--- src/design/pmp_pkg.sv ---
// Shared constants and types of the program message parser.
// Assumes bytes arrive already handshaken, on the core clock.
package pmp_pkg;

	// Special characters of a message and the letter case gap
	localparam logic [7:0] CH_NL = 8'h0A;
	localparam logic [7:0] CH_SP = 8'h20;
	localparam logic [7:0] CH_STAR = 8'h2A;
	localparam logic [7:0] CH_COMMA = 8'h2C;
	localparam logic [7:0] CH_COLON = 8'h3A;
	localparam logic [7:0] CH_SEMI = 8'h3B;
	localparam logic [7:0] CH_QUERY = 8'h3F;
	localparam logic [7:0] CASE_GAP = 8'h20;

	// Values after reset
	localparam logic [4:0] BUS_ADDR_RST = 5'h14;
	localparam logic [15:0] ENABLE_RST = 16'h0000;
	localparam logic [31:0] TOK_BLANK = 32'h20202020;

	// Mnemonic tokens, first four letters, space padded
	localparam logic [31:0] TK_STAT = 32'h53544154;
	localparam logic [31:0] TK_OPER = 32'h4F504552;
	localparam logic [31:0] TK_QUES = 32'h51554553;
	localparam logic [31:0] TK_ENAB = 32'h454E4142;
	localparam logic [31:0] TK_SCAN = 32'h5343414E;
	localparam logic [31:0] TK_RATE = 32'h52415445;
	localparam logic [31:0] TK_TIME = 32'h54494D45;
	localparam logic [31:0] TK_PADD = 32'h50414444;
	localparam logic [31:0] TK_POS = 32'h504F5320;
	localparam logic [31:0] TK_POSI = 32'h504F5349;
	localparam logic [31:0] TK_INIT = 32'h494E4954;
	localparam logic [31:0] TK_ABOR = 32'h41424F52;
	localparam logic [31:0] TK_CLS = 32'h434C5320;
	localparam logic [31:0] TK_RST = 32'h52535420;

	typedef enum logic [3:0] {
		OP_NONE, OP_CLS, OP_RST, OP_INIT, OP_ABORT, OP_SCAN_RATE,
		OP_SCAN_TIMER, OP_PADD_POS, OP_OPER_ENAB, OP_QUES_ENAB
	} op_t;
	typedef enum logic [1:0] {SUB_ROOT, SUB_SCAN, SUB_STAT, SUB_PADD} sub_t;
	typedef enum logic [1:0] {NODE_NONE, NODE_OPER, NODE_QUES} node_t;
	typedef enum logic [2:0] {
		ST_HDR, ST_STAR, ST_MNEM, ST_QMARK, ST_SEP, ST_DATA, ST_DISCARD, ST_EXEC
	} pstate_t;

	// One decoded instruction awaiting the terminator
	typedef struct packed {
		op_t op;
		logic query;
		logic [3:0] idx;
		logic [15:0] val;
		logic [3:0] pcnt;
	} inst_t;

endpackage

--- src/design/program_message_parser.sv ---
// Program message parser with its input byte FIFO.
// Assumes bytes, end flag and clears come from logic on core_clk_i.
//
// How it works
// - The bus address output starts at 20 after reset until loaded anew.
// - A header is mnemonics joined by colons, naming one operation.
// - A trailing question mark makes the header a query, else a command.
// - One or more spaces separate a header from its data.
// - A header without data may be followed at once by terminator or semicolon.
// - Parameters split at commas, spaces around commas ignored.
// - A lone mnemonic before the terminator is a complete instruction.
// - In a compound header the first mnemonic is the subsystem, the last the function.
// - A common header is an asterisk directly followed by the name, nothing between.
// - After a semicolon without colon the current subsystem stays selected.
// - The same function mnemonic acts on the register its selector names.
// - Writing a status enable loads its decimal value as a bit mask.
// - A message ends with a newline, the end flag on its last byte, or both.
// - Instructions are held and executed only after the terminator.
// - Mnemonics match regardless of letter case.
// - A colon right after a semicolon returns to the root level.
`timescale 1ns/1ps

module pmp_byte_fifo
	import pmp_pkg::*;
#(
	parameter int WIDTH = 9,
	parameter int DEPTH = 8
)
(
	input wire logic core_clk_i,
	input wire logic reset_n_i,
	input wire logic in_valid_i,
	input wire logic [WIDTH-1:0] in_data_i,
	output logic in_ready_o,
	output logic out_valid_o,
	output logic [WIDTH-1:0] out_data_o,
	input wire logic out_ready_i
);
	localparam int AW = $clog2(DEPTH);

	typedef struct packed {
		logic [DEPTH-1:0][WIDTH-1:0] mem;
		logic [AW-1:0] wr;
		logic [AW-1:0] rd;
		logic [AW:0] cnt;
		logic room;
	} fifo_state_t;

	fifo_state_t s;
	fifo_state_t next_s;
	logic push;
	logic pop;

	// Pointer wrap, counts and a registered ready flag
	always_comb
	begin
		next_s = s;
		push = in_valid_i && s.room;
		pop = (s.cnt != '0) && out_ready_i;
		if (push)
		begin
			next_s.mem[s.wr] = in_data_i;
			next_s.wr = (s.wr == AW'(DEPTH - 1)) ? '0 : s.wr + 1'b1;
		end
		if (pop)
			next_s.rd = (s.rd == AW'(DEPTH - 1)) ? '0 : s.rd + 1'b1;
		if (push && !pop)
			next_s.cnt = s.cnt + 1'b1;
		else if (pop && !push)
			next_s.cnt = s.cnt - 1'b1;
		next_s.room = (next_s.cnt != (AW + 1)'(DEPTH));
	end

	always_ff @(posedge core_clk_i or negedge reset_n_i)
	begin
		if (!reset_n_i)
		begin
			s <= '0;
			// Ready stands high through reset, the FIFO is empty
			s.room <= 1'b1;
		end
		else
			s <= next_s;
	end

	assign in_ready_o = s.room;
	assign out_valid_o = (s.cnt != '0);
	assign out_data_o = s.mem[s.rd];
endmodule

module program_message_parser
	import pmp_pkg::*;
#(
	parameter int FIFO_DEPTH = 8,
	parameter int QDEPTH = 4
)
(
	input wire logic core_clk_i,
	input wire logic reset_n_i,
	input wire logic [7:0] byte_i,
	input wire logic byte_valid_i,
	input wire logic eoi_i,
	output logic byte_ready_o,
	input wire logic dev_clear_i,
	input wire logic err_clear_i,
	input wire logic addr_we_i,
	input wire logic [4:0] addr_i,
	output logic [4:0] bus_address_o,
	output logic exec_valid_o,
	output op_t exec_op_o,
	output logic exec_query_o,
	output logic [3:0] exec_index_o,
	output logic [15:0] exec_value_o,
	output logic [3:0] exec_params_o,
	output logic [15:0] oper_enable_o,
	output logic [15:0] ques_enable_o,
	output logic syntax_error_o
);
	localparam int QAW = $clog2(QDEPTH);

	typedef struct packed {
		pstate_t st;
		logic pend;
		logic [0:3][7:0] tok;
		logic [2:0] nchr;
		logic [3:0] suf;
		logic common;
		logic query;
		sub_t sub;
		node_t node;
		logic [3:0] idx;
		op_t op;
		logic [15:0] val;
		logic [3:0] pcnt;
		logic [QDEPTH-1:0][$bits(inst_t)-1:0] q;
		logic [QAW:0] qn;
		logic [QAW-1:0] qr;
		logic exec_valid;
		inst_t exec;
		logic [15:0] oper_en;
		logic [15:0] ques_en;
		logic [4:0] bus_addr;
		logic syn_err;
	} parser_state_t;

	parser_state_t s;
	parser_state_t next_s;
	logic fifo_valid;
	logic [8:0] fifo_data;
	logic pop;
	logic err;
	logic commit;
	logic term;
	logic [7:0] ch;
	logic [7:0] up;
	logic letter;
	logic digit;
	inst_t head;

	// Bytes wait here while an earlier message executes
	pmp_byte_fifo #(.WIDTH(9), .DEPTH(FIFO_DEPTH)) u_fifo (
		.core_clk_i(core_clk_i),
		.reset_n_i(reset_n_i),
		.in_valid_i(byte_valid_i),
		.in_data_i({eoi_i, byte_i}),
		.in_ready_o(byte_ready_o),
		.out_valid_o(fifo_valid),
		.out_data_o(fifo_data),
		.out_ready_i(pop)
	);

	// Final header to operation; selectors route shared names
	function automatic op_t resolve(sub_t sub, node_t node, logic [31:0] tok, logic common);
		op_t op;
		op = OP_NONE;
		if (common)
		begin
			if (tok == TK_CLS)
				op = OP_CLS;
			else if (tok == TK_RST)
				op = OP_RST;
		end
		else
		begin
			case (sub)
				SUB_ROOT:
					if (tok == TK_INIT)
						op = OP_INIT;
					else if (tok == TK_ABOR)
						op = OP_ABORT;
				SUB_SCAN:
					if (tok == TK_RATE)
						op = OP_SCAN_RATE;
					else if (tok == TK_TIME)
						op = OP_SCAN_TIMER;
				SUB_PADD:
					if (tok == TK_POS || tok == TK_POSI)
						op = OP_PADD_POS;
				SUB_STAT:
					if (tok == TK_ENAB && node == NODE_OPER)
						op = OP_OPER_ENAB;
					else if (tok == TK_ENAB && node == NODE_QUES)
						op = OP_QUES_ENAB;
				default:
					op = OP_NONE;
			endcase
		end
		return op;
	endfunction

	// Character classes; lower case folds to upper
	always_comb
	begin
		ch = s.pend ? CH_NL : fifo_data[7:0];
		up = (ch >= 8'h61 && ch <= 8'h7A) ? ch - CASE_GAP : ch;
		letter = (up >= 8'h41 && up <= 8'h5A);
		digit = (ch >= 8'h30 && ch <= 8'h39);
		head = inst_t'(s.q[s.qr]);
	end

	// Parsing, queueing and execution
	always_comb
	begin
		next_s = s;
		next_s.exec_valid = 1'b0;
		pop = 1'b0;
		err = 1'b0;
		commit = 1'b0;
		term = 1'b0;
		if (addr_we_i)
			next_s.bus_addr = addr_i;
		if (s.st == ST_EXEC)
		begin
			next_s.exec_valid = 1'b1;
			next_s.exec = head;
			if (!head.query && head.op == OP_OPER_ENAB)
				next_s.oper_en = head.val;
			if (!head.query && head.op == OP_QUES_ENAB)
				next_s.ques_en = head.val;
			if ({1'b0, s.qr} == s.qn - 1'b1)
			begin
				next_s.qn = '0;
				next_s.qr = '0;
				next_s.st = ST_HDR;
			end
			else
				next_s.qr = s.qr + 1'b1;
		end
		else if (s.pend || fifo_valid)
		begin
			pop = !s.pend;
			// end flag on a plain byte acts as a newline after it
			next_s.pend = !s.pend && fifo_data[8] && fifo_data[7:0] != CH_NL;
			term = (ch == CH_NL);
			case (s.st)
				ST_HDR:
					if (ch == CH_COLON)
					begin
						next_s.sub = SUB_ROOT;
						next_s.node = NODE_NONE;
						next_s.st = ST_MNEM;
					end
					else if (ch == CH_STAR)
						next_s.st = ST_STAR;
					// subsystem kept after a bare semicolon
					else if (letter)
					begin
						next_s.tok[0] = up;
						next_s.nchr = 3'd1;
						next_s.st = ST_MNEM;
					end
					else if (!term)
						err = 1'b1;
				ST_STAR:
					// name must follow the asterisk at once
					if (letter)
					begin
						next_s.common = 1'b1;
						next_s.tok[0] = up;
						next_s.nchr = 3'd1;
						next_s.st = ST_MNEM;
					end
					else
						err = 1'b1;
				ST_MNEM:
					if (letter)
					begin
						// Long forms compare on their first four letters
						if (s.nchr < 3'd4)
						begin
							next_s.tok[s.nchr[1:0]] = up;
							next_s.nchr = s.nchr + 1'b1;
						end
					end
					else if (s.nchr == '0)
						err = 1'b1;
					else if (digit)
						next_s.suf = ch[3:0];
					else if (ch == CH_COLON)
					begin
						next_s.tok = TOK_BLANK;
						next_s.nchr = '0;
						next_s.suf = '0;
						if (s.common)
							err = 1'b1;
						else if (s.sub == SUB_ROOT && s.tok == TK_STAT)
							next_s.sub = SUB_STAT;
						else if (s.sub == SUB_ROOT && s.tok == TK_SCAN)
							next_s.sub = SUB_SCAN;
						else if (s.sub == SUB_ROOT && s.tok == TK_PADD)
						begin
							next_s.sub = SUB_PADD;
							next_s.idx = s.suf;
						end
						else if (s.sub == SUB_STAT && s.tok == TK_OPER)
							next_s.node = NODE_OPER;
						else if (s.sub == SUB_STAT && s.tok == TK_QUES)
							next_s.node = NODE_QUES;
						else
							err = 1'b1;
					end
					else if (ch == CH_QUERY || ch == CH_SP || ch == CH_SEMI || term)
					begin
						next_s.op = resolve(s.sub, s.node, s.tok, s.common);
						err = (next_s.op == OP_NONE);
						if (ch == CH_QUERY)
						begin
							next_s.query = 1'b1;
							next_s.st = ST_QMARK;
						end
						else if (ch == CH_SP)
							next_s.st = ST_SEP;
						else
							commit = 1'b1;
					end
					else
						err = 1'b1;
				ST_QMARK:
					if (ch == CH_SP)
						next_s.st = ST_SEP;
					else if (ch == CH_SEMI || term)
						commit = 1'b1;
					else
						err = 1'b1;
				ST_SEP:
					if (ch == CH_SEMI || term)
						commit = 1'b1;
					else if (ch == CH_COMMA)
						err = 1'b1;
					else if (ch != CH_SP)
					begin
						next_s.st = ST_DATA;
						next_s.pcnt = 4'd1;
						if (digit)
							next_s.val = {12'h000, ch[3:0]};
					end
				ST_DATA:
					if (ch == CH_SEMI || term)
						commit = 1'b1;
					else if (ch == CH_COMMA)
						next_s.pcnt = s.pcnt + 1'b1;
					else if (digit && s.pcnt == 4'd1)
						next_s.val = 16'(s.val * 16'd10 + {12'h000, ch[3:0]});
				ST_DISCARD:
					next_s.st = ST_DISCARD;
				default:
					err = 1'b1;
			endcase
			// held in the queue until the terminator
			if (commit && s.qn == (QAW + 1)'(QDEPTH))
				err = 1'b1;
			else if (commit)
			begin
				next_s.q[s.qn[QAW-1:0]] = {next_s.op, next_s.query, next_s.idx, next_s.val, next_s.pcnt};
				next_s.qn = s.qn + 1'b1;
				next_s.st = ST_HDR;
			end
			if (commit || term || err)
			begin
				next_s.tok = TOK_BLANK;
				next_s.nchr = '0;
				next_s.suf = '0;
				next_s.common = 1'b0;
				next_s.query = 1'b0;
				next_s.val = '0;
				next_s.pcnt = '0;
			end
			if (err)
				next_s.st = ST_DISCARD;
			if (term)
			begin
				next_s.sub = SUB_ROOT;
				next_s.node = NODE_NONE;
				next_s.idx = '0;
				if (err || s.st == ST_DISCARD)
				begin
					next_s.qn = '0;
					next_s.st = ST_HDR;
				end
				else
					next_s.st = (next_s.qn != '0) ? ST_EXEC : ST_HDR;
			end
		end
		// Set beats clear on the error flag
		if (err_clear_i)
			next_s.syn_err = 1'b0;
		if (err)
			next_s.syn_err = 1'b1;
		// Device clear resets parsing only, not settings
		if (dev_clear_i)
		begin
			next_s.st = ST_HDR;
			next_s.pend = 1'b0;
			next_s.qn = '0;
			next_s.qr = '0;
			next_s.sub = SUB_ROOT;
			next_s.node = NODE_NONE;
			next_s.tok = TOK_BLANK;
			next_s.nchr = '0;
			// A cut paddle suffix must not reach the next message
			next_s.suf = '0;
			next_s.idx = '0;
			next_s.common = 1'b0;
			next_s.query = 1'b0;
			next_s.val = '0;
			next_s.pcnt = '0;
		end
	end

	// address comes up at its factory value
	always_ff @(posedge core_clk_i or negedge reset_n_i)
	begin
		if (!reset_n_i)
		begin
			s <= '0;
			s.tok <= TOK_BLANK;
			s.bus_addr <= BUS_ADDR_RST;
			s.oper_en <= ENABLE_RST;
			s.ques_en <= ENABLE_RST;
		end
		else
			s <= next_s;
	end

	// Outputs straight from the state register
	assign bus_address_o = s.bus_addr;
	assign exec_valid_o = s.exec_valid;
	assign exec_op_o = s.exec.op;
	assign exec_query_o = s.exec.query;
	assign exec_index_o = s.exec.idx;
	assign exec_value_o = s.exec.val;
	assign exec_params_o = s.exec.pcnt;
	assign oper_enable_o = s.oper_en;
	assign ques_enable_o = s.ques_en;
	assign syntax_error_o = s.syn_err;
endmodule

--- config.mk ---
export PLATFORM = sky130hd
export DESIGN_NAME = program_message_parser
export DESIGN_NICKNAME = d
export VERILOG_FILES = /design/src/design/pmp_pkg.sv /design/src/design/program_message_parser.sv
export SDC_FILE = /design/constraint.sdc
export NUM_CORES = 1
export LEC_CHECK = 0
export ABC_AREA = 1
export BUFFER_PORTS_ARGS = -buffer_cell sky130_fd_sc_hd__buf_2
export CORE_MARGIN = 1.5
export CORE_UTILIZATION = 35
export DETAILED_ROUTE_END_ITERATION = 6
export PLACE_DENSITY_LB_ADDON = 0.3
export SLEW_MARGIN = 20
export SYNTH_ARGS = -nofsm -noshare
export SYNTH_HDL_FRONTEND = slang
export SYNTH_SLANG_ARGS = --single-unit
--- constraint.sdc ---
create_clock -name core_clk_i -period 4.7 [get_ports core_clk_i]
set_clock_uncertainty 0.1 [all_clocks]
set_input_delay 0.47 -clock core_clk_i [delete_from_list [all_inputs] [get_ports core_clk_i]]
set_output_delay 0.47 -clock core_clk_i [all_outputs]
set_load 0.005 [all_outputs]
==> flow_metrics.py <==
metrics = {
    "critical_path": {
        "crit_required_ps": 5080,
        "rrSetupSlack_ps": 630,
        "crit_start": "u_fifo.s[6]$_DFFE_PN0P_",
        "crit_arrival_ps": 4460,
        "reg2reg_to": "s[198]$_DFFE_PN0P_",
        "r2r_start": "u_fifo.s[6]$_DFFE_PN0P_",
        "cp_max_fo": 18,
        "rr_worst_depth": 18,
        "worstSetupPathType": "reg2reg",
        "startpoint_type": "flip-flop",
        "end_kind": "flip-flop",
        "crit_end": "s[198]$_DFFE_PN0P_",
    },
    "placement": {
        "dp_hpwl_microns": 36200,
        "dp_slack_ps": 677,
        "dpl_cell_area_sq_um": 20100,
        "routabilityCongestion": 0.896,
        "port-buffer-count": 88,
    },
    "pwr": {
        "power.density_nw_per_um2": 556,
        "peakVddDrop_mv": 0.371,
        "combPwrFrac": 0.405,
        "p_clk_frac": 0.274,
        "leakage_nw": 10.5,
        "p_int_mw": 6.80,
        "switchingPower_mw": 5.13,
        "power_switching_share": 0.430,
        "pwr-share-seq": 0.321,
    },
    "timing": {
        "min_period_ps": 4070,
        "rsz0062_at_grt": "no",
        "finalSetupViolations": 0,
        "clock.fmax_mhz": 246,
        "postLayoutSetupSlackWorst_ps": 629,
        "slew_viol_final": 0,
        "worst_slew_pin_slew_ps": 969,
        "finalSetupTns_ps": 0,
        "slew_headroom": 0.354,
        "finalHoldViolCount": 0,
        "period_share": 0.866,
        "fin_hold_ws_ps": 40.2,
    },
    "clock_network": {
        "htree_levels": 2,
        "cts_buffers": 41,
        "path_clk_slew_ps": 60,
        "clock_latency_ps": 580,
        "cts_max_path_buffers": 3,
        "cts.sinks": 349,
        "cts-resized-gates": 0,
        "root_buffer": "clkbuf_16",
        "tritoncts": "done",
    },
    "logic_synthesis": {
        "yosysUniqueCellTypes": 55,
        "yosysWarnings": 0,
        "syn_area_sq_um": 19400,
        "ys_seq_elements": 349,
        "synth_edf_count": 0,
        "async_flop_share": 1.00,
        "syn_inst": 2501,
        "ys.flop_type": "dfrtp_1",
        "synth_nets": 2569,
        "ys_seq_area_frac": 0.451,
        "avgSynthCellArea_sq_um": 7.75,
    },
    "route": {
        "route.detailed.drc": 0,
        "final_antenna_net_count": 0,
        "dr.first_iter.drc_count": 1193,
        "routed_via_density": 5.11,
        "vias": 16600,
        "routed_wirelength_microns": 52200,
        "wl_per_cell_microns": 16.1,
        "firstDrtPassIters": 6,
    },
    "final_layout": {
        "final-seq-area_sq_um": 8740,
        "areaGrowthSynthToFinish_pct": 10.8,
        "nNetsFinal": 2575,
        "multi_input_area_sq_um": 8720,
        "layout_commonest_cell": "nand2_1",
        "drive_above_1_share": 0.109,
        "final_cell_mix": "nand2_1 (690), dfrtp_1 (341), o21ai_0 (317)",
        "antennaDiodeCount": 0,
        "final_area_sq_um": 21500,
        "nFillCells": 5639,
    },
    "die": {
        "die_w_microns": 238,
        "core_area_sq_um": 54900,
        "row_count": 86,
        "initial_core_util": 0.353,
        "dieArea_sq_um": 56800,
        "die-height_microns": 238,
        "io_pins": 89,
    },
    "global_routing": {
        "grt_pass1_wl_microns": 84900,
        "antenna_found_initial": 0,
        "grt_overflow": 0,
        "first_global_vias": 15800,
        "grt_usage": 0.184,
        "grt_max_degree": 118,
    },
    "job": {
        "cap_viol_max_count": 0,
    },
    "min_path": {
        "hp-class": "in2reg",
    },
    "run_status": {
        "outcome": "complete, no violations",
    },
}
[power by group through the flow]
stage | Sequential [mW] | Combinational [mW] | Clock (mW)
global placement | 3.86 | 4.73 | 0
floorplan | 3.76 | 3.70 | 0
finish | 3.82 | 4.83 | 3.27
CTS | 3.82 | 4.83 | 3.36
global route | 3.88 | 5.44 | 3.49
detailed placement | 3.87 | 4.80 | 0
[cells in the mapped netlist (all sizes together) (10+ instances only)]
cell type,instances,area (sq um)
a21oi,72,364
a32o,18,180
buf,94,686
clkbuf,64,240
dfrtp,342,8560
ha,46,576
inv,261,980
nand2,716,2820
nand3,160,908
nand4,39,250
nor2,191,826
nor3,24,120
o21a,10,75.1
o21ai,335,1680
o22ai,27,169
xnor2,10,87.6
xor2,16,140
[kinds of logic (layout without fill, tap and decap cells)]
| family | Yosys count | after routing | synth area share |
|---|---|---|---|
| xor+xnor | 26 | 26 | 0.0117 |
| buf+inv | 423 | 461 | 0.0991 |
| simple gates | 1147 | 1147 | 0.260 |
| flops | 349 | 349 | 0.451 |
| mux | 7 | 7 | 0.00394 |
| compound gates | 501 | 501 | 0.142 |
| fa+ha+maj | 48 | 48 | 0.0318 |
[timing repair]
item | CTS | global route
buffers inserted | 0 | 0
hold endpoints to repair | 76 | 0
hold buffers | 2 | 0
[worst max-delay path, cell delays in order, from the launching register on]
cell and delay, ps:
dfrtp_1 520, inv_2 340, nand3_1 120, nand2_1 70
nand2_1 50, nand2_1 190, nand2_1 250, nand2_1 160
nor2_1 50, nand2_1 240, nand2_1 160, o21ai_0 120
nand2_2 150, inv_1 250, nand4_2 230, inv_2 100
nand2_1 360, buf_4 340, o22ai_1 150
[state kept, by name, summed over array words and instances, names as in the netlist]
| name | count |
|---|---|
| s | 198 |
| u_fifo.s | 82 |
| exec_value_o | 16 |
| oper_enable_o | 16 |
| ques_enable_o | 16 |
| bus_address_o | 5 |
| exec_index_o | 4 |
| exec_op_o | 4 |
| exec_params_o | 4 |
| exec_query_o | 1 |
| exec_valid_o | 1 |
| syntax_error_o | 1 |
| u_fifo.in_ready_o | 1 |
[metrics by stage]
step,instances,power [mW],util
global placement,3166,8.59,0.365
global route,3243,12.8,0.391
detailed placement,3166,8.67,0.365
CTS,3243,12.0,0.391
floorplan,2501,7.46,-
finish,3243,11.9,0.391
[per-layer routing]
metal  global-route usage  wire (microns)  part of all wire  vias to the layer above
met1                0.255           25000              0.48                     7968
met3               0.0292            2480             0.047                       64
met2                0.299           23800              0.46                      407
met5                    0               0                 0                        -
met4               0.0470             914             0.018                        0
li1                     -               -                 -                     8120
[worst min-delay path by stage]
stage	startpoint	endpoint	slack, ps	depth (start not counted)
global route	addr_i[3]	bus_address_o[3]$_DFFE_PN0P_	20	2
finish	addr_i[3]	bus_address_o[3]$_DFFE_PN0P_	40	2
detailed placement	s[261]$_DFFE_PN0P_	s[261]$_DFFE_PN0P_	360	2
global placement	s[261]$_DFFE_PN0P_	s[261]$_DFFE_PN0P_	350	2
CTS	addr_i[3]	bus_address_o[3]$_DFFE_PN0P_	6	2
floorplan	reset_n_i	bus_address_o[0]$_DFFE_PN0P_	70	0
[final cells by class]
type                       count  share of cell area
timing repair buffer         121              0.0339
clock inverter                18              0.0110
tap                          704              0.0410
multi-input combinational   1729               0.406
inverter                     265              0.0463
clock buffer                  57              0.0543
sequential                   349               0.407
(Power assumes the default switching activity.)
